<file path="src/hdl/pdc_regs.svh">
// register offsets, field positions, reset values and timing counts
`ifndef PDC_REGS_SVH
`define PDC_REGS_SVH

// register offsets
`define PDC_OFF_PAD_PAIR_5_6_CFG 8'h10
`define PDC_OFF_PAD_PAIR_7_8_CFG 8'h11
`define PDC_OFF_VIDEO_AUDIO_PATH_CONTROL 8'h12
`define PDC_OFF_STRAP_MODE_STATUS 8'h13

// pad-pair register fields
`define PDC_PAD_HI_LEVEL_BIT 7
`define PDC_PAD_HI_CFG_MSB 5
`define PDC_PAD_HI_CFG_LSB 4
`define PDC_PAD_LO_LEVEL_BIT 3
`define PDC_PAD_LO_CFG_MSB 1
`define PDC_PAD_LO_CFG_LSB 0
`define PDC_PAD_WRITE_MASK 8'hBB

// datapath control fields
`define PDC_DP_RSVD_RW_BIT 6
`define PDC_DP_DE_INVERT_BIT 5
`define PDC_DP_REGEN_BIT 4
`define PDC_DP_B_OVERRIDE_BIT 3
`define PDC_DP_NARROW_BIT 2
`define PDC_DP_TRANSPORT_BIT 1
`define PDC_DP_B_ENABLE_BIT 0
`define PDC_DP_WRITE_MASK 8'h7F

// status fields
`define PDC_ST_B_LATCHED_BIT 7
`define PDC_ST_B_LEVEL_MSB 6
`define PDC_ST_B_LEVEL_LSB 4
`define PDC_ST_A_LATCHED_BIT 3
`define PDC_ST_A_LEVEL_MSB 2
`define PDC_ST_A_LEVEL_LSB 0

// reset values
`define PDC_RST_PAD_PAIR 8'h00
`define PDC_RST_PATH_CONTROL 8'h00

// strap settling: sample window before latching
`define PDC_STRAP_SETTLE_NS 1000
`define PDC_CLK_PERIOD_NS 20
`define PDC_STRAP_SETTLE_CYC \
  ((`PDC_STRAP_SETTLE_NS + `PDC_CLK_PERIOD_NS - 1) / `PDC_CLK_PERIOD_NS)

`endif

</file>
<file path="src/hdl/pdc_pkg.sv">
// types shared by the pad and datapath configuration block
package pdc_pkg;

  // pad configuration, {direction, enable}
  typedef enum logic [1:0] {
    PDC_PAD_FUNC_IN = 2'b00,
    PDC_PAD_GP_OUT = 2'b01,
    PDC_PAD_HIGH_Z = 2'b10,
    PDC_PAD_GP_IN = 2'b11
  } pdc_pad_mode_t;

  // strap capture sequence
  typedef enum logic [1:0] {
    PDC_STRAP_SETTLE = 2'b00,
    PDC_STRAP_DONE = 2'b01
  } pdc_strap_state_t;

endpackage

</file>
<file path="src/hdl/pdc_pad_ctrl.sv">
// one general-purpose pad: drive, enable and input selection
`timescale 1ns/1ns
module pdc_pad_ctrl (
  // clock and reset
  input wire logic sys_clk_in,
  input wire logic reset_n_in,
  // configuration
  input wire logic [1:0] config_in,
  input wire logic out_level_in,
  // pad and core side
  input wire logic pad_sync_in,
  output logic pad_drive_out,
  output logic pad_oe_out,
  output logic gp_in_level_out,
  output logic func_in_out
);

  // ----------------------------------------------------------------
  // pad decode
  // ----------------------------------------------------------------

  // output enable and value only in general-purpose output mode
  // drive gating
  always_ff @(posedge sys_clk_in or negedge reset_n_in) begin
    if (!reset_n_in) begin
      pad_drive_out <= 1'b0;
      pad_oe_out <= 1'b0;
      gp_in_level_out <= 1'b0;
      func_in_out <= 1'b0;
    end else begin
      pad_oe_out <= (config_in == pdc_pkg::PDC_PAD_GP_OUT);
      pad_drive_out <= (config_in == pdc_pkg::PDC_PAD_GP_OUT) ?
                       out_level_in : 1'b0;
      gp_in_level_out <= (config_in == pdc_pkg::PDC_PAD_GP_IN) ?
                         pad_sync_in : 1'b0;
      func_in_out <= (config_in == pdc_pkg::PDC_PAD_FUNC_IN) ?
                     pad_sync_in : 1'b0;
    end
  end

  AST_PAD_DRIVE: assert property (@(posedge sys_clk_in)
    disable iff (!reset_n_in)
    $past(config_in) == pdc_pkg::PDC_PAD_GP_OUT |->
      pad_oe_out && pad_drive_out == $past(out_level_in))
    else $error("pad not driven with stored level");

  AST_PAD_NO_DRIVE: assert property (@(posedge sys_clk_in)
    disable iff (!reset_n_in)
    $past(config_in) != pdc_pkg::PDC_PAD_GP_OUT |-> !pad_oe_out)
    else $error("pad driven outside output mode");

endmodule

</file>
<file path="src/hdl/pdc_config_regs.sv">
// pad and datapath configuration registers with strap status
`timescale 1ns/1ns
`include "pdc_regs.svh"
module pdc_config_regs #(
  parameter int NUM_PADS = 4,
  parameter int STRAP_SETTLE_CYC = `PDC_STRAP_SETTLE_CYC
) (
  // clock and reset
  input wire logic sys_clk_in,
  input wire logic reset_n_in,
  // register port from the I2C target
  input wire logic [7:0] reg_addr_in,
  input wire logic [7:0] reg_wdata_in,
  input wire logic reg_write_in,
  input wire logic reg_read_in,
  output logic [7:0] reg_rdata_out,
  output logic reg_rvalid_out,
  // mode straps, decoded levels from pins
  input wire logic [2:0] strap_input_a_in,
  input wire logic [2:0] strap_input_b_in,
  // pads 5 to 8, index 0 is pad 5
  input wire logic [NUM_PADS-1:0] pad_in,
  output logic [NUM_PADS-1:0] pad_out,
  output logic [NUM_PADS-1:0] pad_oe_out,
  output logic [NUM_PADS-1:0] pad_gp_level_out,
  output logic [NUM_PADS-1:0] pad_func_out,
  // datapath controls
  input wire logic repeater_mode_in,
  input wire logic inband_b_valid_in,
  input wire logic inband_b_enable_in,
  input wire logic data_enable_in,
  output logic data_enable_out,
  output logic narrow_video_select_out,
  output logic frame_transport_out,
  output logic regen_from_i2s_pins_out,
  output logic passthru_from_video_out,
  output logic channel_b_enable_out
);

  // ----------------------------------------------------------------
  // storage
  // ----------------------------------------------------------------

  logic [7:0] pad_pair_5_6_cfg;
  logic [7:0] pad_pair_7_8_cfg;
  logic [7:0] video_audio_path_control;
  logic [2:0] strap_a_level;
  logic [2:0] strap_b_level;
  logic strap_a_latched;
  logic strap_b_latched;
  logic [2:0] strap_a_meta;
  logic [2:0] strap_a_sync;
  logic [2:0] strap_b_meta;
  logic [2:0] strap_b_sync;
  logic [NUM_PADS-1:0] pad_meta;
  logic [NUM_PADS-1:0] pad_sync;
  logic [15:0] settle_count;
  pdc_pkg::pdc_strap_state_t strap_state;
  logic [7:0] strap_mode_status;
  logic [1:0] pad_cfg [NUM_PADS];
  logic pad_level [NUM_PADS];
  logic next_b_enable;

  // ----------------------------------------------------------------
  // pad pair registers
  // ----------------------------------------------------------------

  always_ff @(posedge sys_clk_in or negedge reset_n_in) begin
    if (!reset_n_in) begin
      pad_pair_5_6_cfg <= `PDC_RST_PAD_PAIR;
      pad_pair_7_8_cfg <= `PDC_RST_PAD_PAIR;
    end else if (reg_write_in) begin
      if (reg_addr_in == `PDC_OFF_PAD_PAIR_5_6_CFG) begin
        pad_pair_5_6_cfg <= reg_wdata_in & `PDC_PAD_WRITE_MASK;
      end
      if (reg_addr_in == `PDC_OFF_PAD_PAIR_7_8_CFG) begin
        pad_pair_7_8_cfg <= reg_wdata_in & `PDC_PAD_WRITE_MASK;
      end
    end
  end

  // ----------------------------------------------------------------
  // datapath control register
  // ----------------------------------------------------------------

  // bit 7 read-only, bit 6 writable
  always_ff @(posedge sys_clk_in or negedge reset_n_in) begin
    if (!reset_n_in) begin
      video_audio_path_control <= `PDC_RST_PATH_CONTROL;
    end else if (reg_write_in &&
                 reg_addr_in == `PDC_OFF_VIDEO_AUDIO_PATH_CONTROL) begin
      video_audio_path_control <= reg_wdata_in & `PDC_DP_WRITE_MASK;
    end
  end

  // ----------------------------------------------------------------
  // strap and pad synchronisers
  // ----------------------------------------------------------------

  // two flops on strap and pad pins
  always_ff @(posedge sys_clk_in or negedge reset_n_in) begin
    if (!reset_n_in) begin
      strap_a_meta <= 3'h0;
      strap_a_sync <= 3'h0;
      strap_b_meta <= 3'h0;
      strap_b_sync <= 3'h0;
      pad_meta <= '0;
      pad_sync <= '0;
    end else begin
      strap_a_meta <= strap_input_a_in;
      strap_a_sync <= strap_a_meta;
      strap_b_meta <= strap_input_b_in;
      strap_b_sync <= strap_b_meta;
      pad_meta <= pad_in;
      pad_sync <= pad_meta;
    end
  end

  // ----------------------------------------------------------------
  // strap capture
  // ----------------------------------------------------------------

  // settle after reset, then hold the strap levels
  // strap A and B levels
  always_ff @(posedge sys_clk_in or negedge reset_n_in) begin
    if (!reset_n_in) begin
      strap_state <= pdc_pkg::PDC_STRAP_SETTLE;
      settle_count <= 16'h0000;
      strap_a_level <= 3'h0;
      strap_b_level <= 3'h0;
    end else begin
      unique case (strap_state)
        pdc_pkg::PDC_STRAP_SETTLE: begin
          strap_a_level <= strap_a_sync;
          strap_b_level <= strap_b_sync;
          if (settle_count == 16'(STRAP_SETTLE_CYC - 1)) begin
            strap_state <= pdc_pkg::PDC_STRAP_DONE;
          end else begin
            settle_count <= settle_count + 16'h0001;
          end
        end
        pdc_pkg::PDC_STRAP_DONE: begin
          strap_state <= pdc_pkg::PDC_STRAP_DONE;
        end
        default: begin
          strap_state <= pdc_pkg::PDC_STRAP_SETTLE;
        end
      endcase
    end
  end

  always_ff @(posedge sys_clk_in or negedge reset_n_in) begin
    if (!reset_n_in) begin
      strap_a_latched <= 1'b1;
      strap_b_latched <= 1'b1;
    end else begin
      strap_a_latched <= (strap_state == pdc_pkg::PDC_STRAP_DONE);
      strap_b_latched <= (strap_state == pdc_pkg::PDC_STRAP_DONE);
    end
  end

  // status layout
  always_comb begin
    strap_mode_status = {strap_b_latched, strap_b_level,
                         strap_a_latched, strap_a_level};
  end

  // ----------------------------------------------------------------
  // register read
  // ----------------------------------------------------------------

  // host read answer one cycle later
  always_ff @(posedge sys_clk_in or negedge reset_n_in) begin
    if (!reset_n_in) begin
      reg_rdata_out <= 8'h00;
      reg_rvalid_out <= 1'b0;
    end else begin
      reg_rvalid_out <= reg_read_in;
      if (reg_read_in) begin
        unique case (reg_addr_in)
          `PDC_OFF_PAD_PAIR_5_6_CFG: reg_rdata_out <= pad_pair_5_6_cfg;
          `PDC_OFF_PAD_PAIR_7_8_CFG: reg_rdata_out <= pad_pair_7_8_cfg;
          `PDC_OFF_VIDEO_AUDIO_PATH_CONTROL: begin
            reg_rdata_out <= video_audio_path_control;
          end
          `PDC_OFF_STRAP_MODE_STATUS: reg_rdata_out <= strap_mode_status;
          default: reg_rdata_out <= 8'h00;
        endcase
      end
    end
  end

  // ----------------------------------------------------------------
  // pads
  // ----------------------------------------------------------------

  // pad fields unpacked per pad
  // field placement
  always_comb begin
    pad_cfg[0] = pad_pair_5_6_cfg[`PDC_PAD_LO_CFG_MSB:`PDC_PAD_LO_CFG_LSB];
    pad_cfg[1] = pad_pair_5_6_cfg[`PDC_PAD_HI_CFG_MSB:`PDC_PAD_HI_CFG_LSB];
    pad_cfg[2] = pad_pair_7_8_cfg[`PDC_PAD_LO_CFG_MSB:`PDC_PAD_LO_CFG_LSB];
    pad_cfg[3] = pad_pair_7_8_cfg[`PDC_PAD_HI_CFG_MSB:`PDC_PAD_HI_CFG_LSB];
    pad_level[0] = pad_pair_5_6_cfg[`PDC_PAD_LO_LEVEL_BIT];
    pad_level[1] = pad_pair_5_6_cfg[`PDC_PAD_HI_LEVEL_BIT];
    pad_level[2] = pad_pair_7_8_cfg[`PDC_PAD_LO_LEVEL_BIT];
    pad_level[3] = pad_pair_7_8_cfg[`PDC_PAD_HI_LEVEL_BIT];
  end

  // one pad controller per pad
  for (genvar i = 0; i < NUM_PADS; i++) begin : g_pad
    pdc_pad_ctrl u_pad (
      .sys_clk_in(sys_clk_in),
      .reset_n_in(reset_n_in),
      .config_in(pad_cfg[i]),
      .out_level_in(pad_level[i]),
      .pad_sync_in(pad_sync[i]),
      .pad_drive_out(pad_out[i]),
      .pad_oe_out(pad_oe_out[i]),
      .gp_in_level_out(pad_gp_level_out[i]),
      .func_in_out(pad_func_out[i])
    );
  end

  // ----------------------------------------------------------------
  // datapath controls
  // ----------------------------------------------------------------

  // channel-B enable selection
  // override gating
  always_comb begin
    next_b_enable = 1'b0;
    if (video_audio_path_control[`PDC_DP_B_OVERRIDE_BIT]) begin
      next_b_enable = video_audio_path_control[`PDC_DP_B_ENABLE_BIT];
    end
    if (repeater_mode_in && inband_b_valid_in) begin
      next_b_enable = inband_b_enable_in;
    end
  end

  // registered datapath outputs
  // enable polarity
  always_ff @(posedge sys_clk_in or negedge reset_n_in) begin
    if (!reset_n_in) begin
      data_enable_out <= 1'b0;
      narrow_video_select_out <= 1'b0;
      frame_transport_out <= 1'b0;
      regen_from_i2s_pins_out <= 1'b0;
      passthru_from_video_out <= 1'b0;
      channel_b_enable_out <= 1'b0;
    end else begin
      data_enable_out <= data_enable_in ^
                         video_audio_path_control[`PDC_DP_DE_INVERT_BIT];
      narrow_video_select_out <=
        video_audio_path_control[`PDC_DP_NARROW_BIT];
      frame_transport_out <=
        video_audio_path_control[`PDC_DP_TRANSPORT_BIT];
      regen_from_i2s_pins_out <= repeater_mode_in &&
        video_audio_path_control[`PDC_DP_REGEN_BIT];
      passthru_from_video_out <= repeater_mode_in &&
        !video_audio_path_control[`PDC_DP_REGEN_BIT];
      channel_b_enable_out <= next_b_enable;
    end
  end

  // ----------------------------------------------------------------
  // checks
  // ----------------------------------------------------------------

  AST_PAD_RSVD_ZERO: assert property (@(posedge sys_clk_in)
    disable iff (!reset_n_in)
    pad_pair_5_6_cfg[6] == 1'b0 && pad_pair_5_6_cfg[2] == 1'b0 &&
    pad_pair_7_8_cfg[6] == 1'b0 && pad_pair_7_8_cfg[2] == 1'b0)
    else $error("pad reserved bit set");

  AST_DATA_ENABLE_INVERT: assert property (@(posedge sys_clk_in)
    disable iff (!reset_n_in)
    ##1 data_enable_out == ($past(data_enable_in) ^
      $past(video_audio_path_control[`PDC_DP_DE_INVERT_BIT])))
    else $error("data enable polarity wrong");

  AST_B_OVERRIDE_OFF: assert property (@(posedge sys_clk_in)
    disable iff (!reset_n_in)
    !video_audio_path_control[`PDC_DP_B_OVERRIDE_BIT] &&
    !(repeater_mode_in && inband_b_valid_in) |=> !channel_b_enable_out)
    else $error("channel B enabled without override");

  AST_NARROW_VIDEO: assert property (@(posedge sys_clk_in)
    disable iff (!reset_n_in)
    ##1 narrow_video_select_out ==
      $past(video_audio_path_control[`PDC_DP_NARROW_BIT]))
    else $error("video width select wrong");

  AST_DP_RSVD: assert property (@(posedge sys_clk_in)
    disable iff (!reset_n_in)
    video_audio_path_control[7] == 1'b0)
    else $error("datapath bit 7 set");

  AST_STRAP_DONE_HOLD: assert property (@(posedge sys_clk_in)
    disable iff (!reset_n_in)
    strap_state == pdc_pkg::PDC_STRAP_DONE |=> $stable(strap_b_level) &&
      $stable(strap_a_level))
    else $error("strap level changed after latch");

  AST_STATUS_RO: assert property (@(posedge sys_clk_in)
    disable iff (!reset_n_in)
    reg_write_in && reg_addr_in == `PDC_OFF_STRAP_MODE_STATUS &&
    strap_state == pdc_pkg::PDC_STRAP_DONE |=> $stable(strap_mode_status))
    else $error("status changed by write");

  AST_READ_ANSWER: assert property (@(posedge sys_clk_in)
    disable iff (!reset_n_in)
    reg_read_in && reg_addr_in == `PDC_OFF_VIDEO_AUDIO_PATH_CONTROL &&
    !reg_write_in |=>
      reg_rvalid_out && reg_rdata_out == $past(video_audio_path_control))
    else $error("read answer wrong");

endmodule

</file>
<file path="config.mk">
export PLATFORM = sky130hd
export DESIGN_NAME = pdc_config_regs
export DESIGN_NICKNAME = d
export VERILOG_FILES = /design/src/hdl/pdc_pkg.sv /design/src/hdl/pdc_pad_ctrl.sv /design/src/hdl/pdc_config_regs.sv
export VERILOG_INCLUDE_DIRS = /design/src /design/src/hdl
export SDC_FILE = /design/constraint.sdc
export NUM_CORES = 1
export LEC_CHECK = 0
export ABC_AREA = 1
export BUFFER_PORTS_ARGS = -buffer_cell sky130_fd_sc_hd__buf_2
export CAP_MARGIN = 30
export CORE_UTILIZATION = 39
export CTS_BUF_LIST = sky130_fd_sc_hd__clkbuf_4 sky130_fd_sc_hd__clkbuf_8
export DETAILED_ROUTE_END_ITERATION = 16
export GPL_ROUTABILITY_DRIVEN = 0
export PLACE_DENSITY = 0.56
export REMOVE_ABC_BUFFERS = 1
export SYNTH_ARGS = -nofsm -noshare
export SYNTH_HDL_FRONTEND = slang
export SYNTH_SLANG_ARGS = --single-unit
</file>
<file path="constraint.sdc">
create_clock -name sys_clk_in -period 2.2 [get_ports sys_clk_in]
set_input_delay 0.22 -clock sys_clk_in [delete_from_list [all_inputs] [get_ports sys_clk_in]]
set_output_delay 0.22 -clock sys_clk_in [all_outputs]
set_load 0.005 [all_outputs]
</file>
==> reports/qor.yml <==
seq_area_frac_synth_pct: 58.8
min_period_ns: 1.57
cts_buffers: 9
synth.area.top_cells: "dfrtp_1 (58%), nand2_1 (13%), nand3_1 (4.5%)"
yosysMostFrequentCell: "nand2_1"
yosys_warnings: 0
min_path_type: "in2reg"
clock_path_buffers: 2
yosysTopAreaCellShare_pct: 58.2
rsz0062_at_grt: "no"
maxCapViolations: 0
antenna_cells: 0
worstSkewPairLatency_ns: 0.37
wl_mm: 7.85
fin_worst_skew_ns: 0.00823
clockPowerShare_pct: 35.2
cts.htree.levels: 3
synth-main-ff-cell: "dfrtp_1"
grt_max_degree: 49
postSynthCellCount: 440
outcome: "finished clean"
tns_ns: 0
grtUsageTotal_pct: 16.1
fillCellCount: 949
hold_depth: 3
layout-drive-gt1-share_pct: 19.6
multi_input_area_um2: 1290
grt_pass1_vias: 2642
area_growth_syn_to_layout_pct: 16.2
grtUsageMet1_pct: 20.0
async_flop_share_pct: 100
max-slew-margin-rel_pct: 71.4
rows: 36
clock.fmax_ghz: 0.638
holdCritStartpoint: "reg_wdata_in[2]"
yosysTopAreaCell: "dfrtp_1"
critPathKind: "reg2reg"
avgSynthCellArea_um2: 9.09
ios: 65
cts_hold_buf: 12
route.vias.total: 2913
root_buffer: "clkbuf_8"
via_per_inst: 4.53
yosys-top-cells-count: "nand2_1 (141), dfrtp_1 (93), inv_1 (44)"
fp.dieH_um: 103
drtIter0Drc: 104
fin_nets: 541
worst_slew_pin_slew_ns: 0.428
globalRouteMet3Util_pct: 5.44
port_buffers: 64
ctsResizeCount: 0
ff_latch_area_um2: 2350
dieArea_um2: 10700
leakagePower_nw: 2.43
synth_seq_cells: 94
cpPeakStageDelay_ns: 0.49
path_clk_slew_ns: 0.09
period_share_pct: 71.2
startpoint: "settle_count[0]$_DFFE_PN0P_"
placed_cells: 615
r2r_start: "settle_count[0]$_DFFE_PN0P_"
ys_types: 27
slew_viol_final: 0
core-area_um2: 9860
wl_per_cell_um: 12.2
crit_arrival_ns: 1.83
start_util_pct: 40.6
firstDrtPassIters: 4
cts_tree: "built"
cts_setup_buffers: 0
cts.sinks: 94
peakVddDrop_mv: 0.374
rr_worst_depth: 8
fin_hold_ws_ns: 0.0508
syn_area_um2: 4000
netSwitchingPower_mw: 0.736
finalCoreUtilization_pct: 47.1
dp_hpwl_mm: 5.58
holdPathEnd: "video_audio_path_control[2]$_DFFE_PN0P_"
fin_area_um2: 4650
placed_area_um2: 4340
crit_slowest_cell: "dfrtp_1"
power_density_nw_per_um2: 665
internal-power_mw: 2.36
crit_chain: "ha_1, nand3_1, nor2_1, nand2_2, nand2_4, inv_2, nand2_1, nand2_1"
fp.dieW_um: 103
r2r_slack_ns: 0.63
remaining_drc_errors: 0
setup-violations-final: 0
layout.cells.non_filler: 643
path_common_cell: "nand2_1"
startpoint_type: "register"
switching_share_pct: 23.8
grt_pass1_wl_mm: 12.5
combPwrFrac_pct: 5.9
reg2reg_to: "settle_count[12]$_DFFE_PN0P_"
crit_fanout: 22
ant_nets: 0
antenna_found_initial: 0
endpoint_kind: "register"
seqPwrFrac_pct: 59.0
hold_violations: 0
grt_most_used_layer: "met2"
cp.required_ns: 2.46
synth_edf_count: 0
grt-ovfl-total: 0
grtUsageMet2_pct: 25.9
==> power by group through the flow <==
stage / logic (mW) / registers (mW) / clock network [mW]
final: 0.182 / 1.82 / 1.09
after floorplan: 0.0583 / 1.85 / 0
after global placement: 0.166 / 1.86 / 0
after global routing: 0.211 / 1.83 / 1.20
after detailed placement: 0.170 / 1.86 / 0
after CTS: 0.186 / 1.83 / 1.14
==> how the worst max path moves through the flow <==
stage	slack [ns]	depth (start not counted)	endpoint
finish	0.63	8	settle_count[12]$_DFFE_PN0P_
global route	0.44	8	settle_count[14]$_DFFE_PN0P_
CTS	0.63	8	settle_count[12]$_DFFE_PN0P_
detailed placement	0.64	8	settle_count[4]$_DFFE_PN0P_
global placement	0.69	8	video_audio_path_control[4]$_DFFE_PN0P_
floorplan	0.82	8	settle_count[14]$_DFFE_PN0P_
==> cell usage in the layout, fill, tap and decap left out, drive strengths merged <==
master and count:
nand2 146, dfrtp 93, buf 67, inv 48, nand3 37, nor2 29
o21ai 26, dlygate4sd3 12, clkbuf 12, nor3 9, xor2 6, xnor2 5
o21a 5, and3 4, nand4 3, clkinvlp 3, ha 2, a21oi 1
and2 1, dfstp 1
==> stage by stage <==
step	setup WS, ns	power [mW]
floorplan	0.815	1.91
global placement	0.692	2.02
detailed placement	0.640	2.03
CTS	0.625	3.15
global route	0.442	3.24
finish	0.633	3.09
==> per-layer routing <==
metal	vias to the layer above	share of wire [%]
met1	1348	45
met3	10	5.1
met2	71	48
met4	0	1.5
met5	-	0
li1	1484	-
==> area by class of cell <==
cell class	count	share of cell area, %
clock buffer	12	3.42
tap	133	3.58
inverter	47	3.79
sequential	94	50.6
timing repair buffer	79	10.3
clock inverter	4	0.673
multi-input combinational	274	27.7
==> registers in the layout, summed over array words and instances (netlist names), 4 cells and up <==
name                         cells
pad_meta                         4
g_pad.u_pad.gp_in_level_out      4
settle_count                    16
g_pad.u_pad.func_in_out          4
g_pad.u_pad.pad_oe_out           4
pad_pair_5_6_cfg                 6
pad_pair_7_8_cfg                 6
g_pad.u_pad.pad_drive_out        4
pad_sync                         4
reg_rdata_out                    8
video_audio_path_control         7
==> critical path, delay by kind of cell, from the launching register on <==
kind | cells | cell delay [ns]
adders and majority gates | 1 | 0.19
buffers and inverters | 1 | 0.16
DFF | 1 | 0.49
and+or+nand+nor | 6 | 0.62
==> cells by family (layout without fill, tap and decap cells) <==
kind of cell | Yosys count | in the layout | synth area share (%)
AO/OA/AOI/OAI | 32 | 32 | 4.32
XOR/XNOR | 11 | 11 | 2.41
adder cells (fa/ha/maj) | 2 | 2 | 0.625
buffers and inverters | 72 | 142 | 9.04
flip-flops | 94 | 94 | 58.8
AND/OR/NAND/NOR | 229 | 229 | 24.8
(Power assumes the default switching activity.)
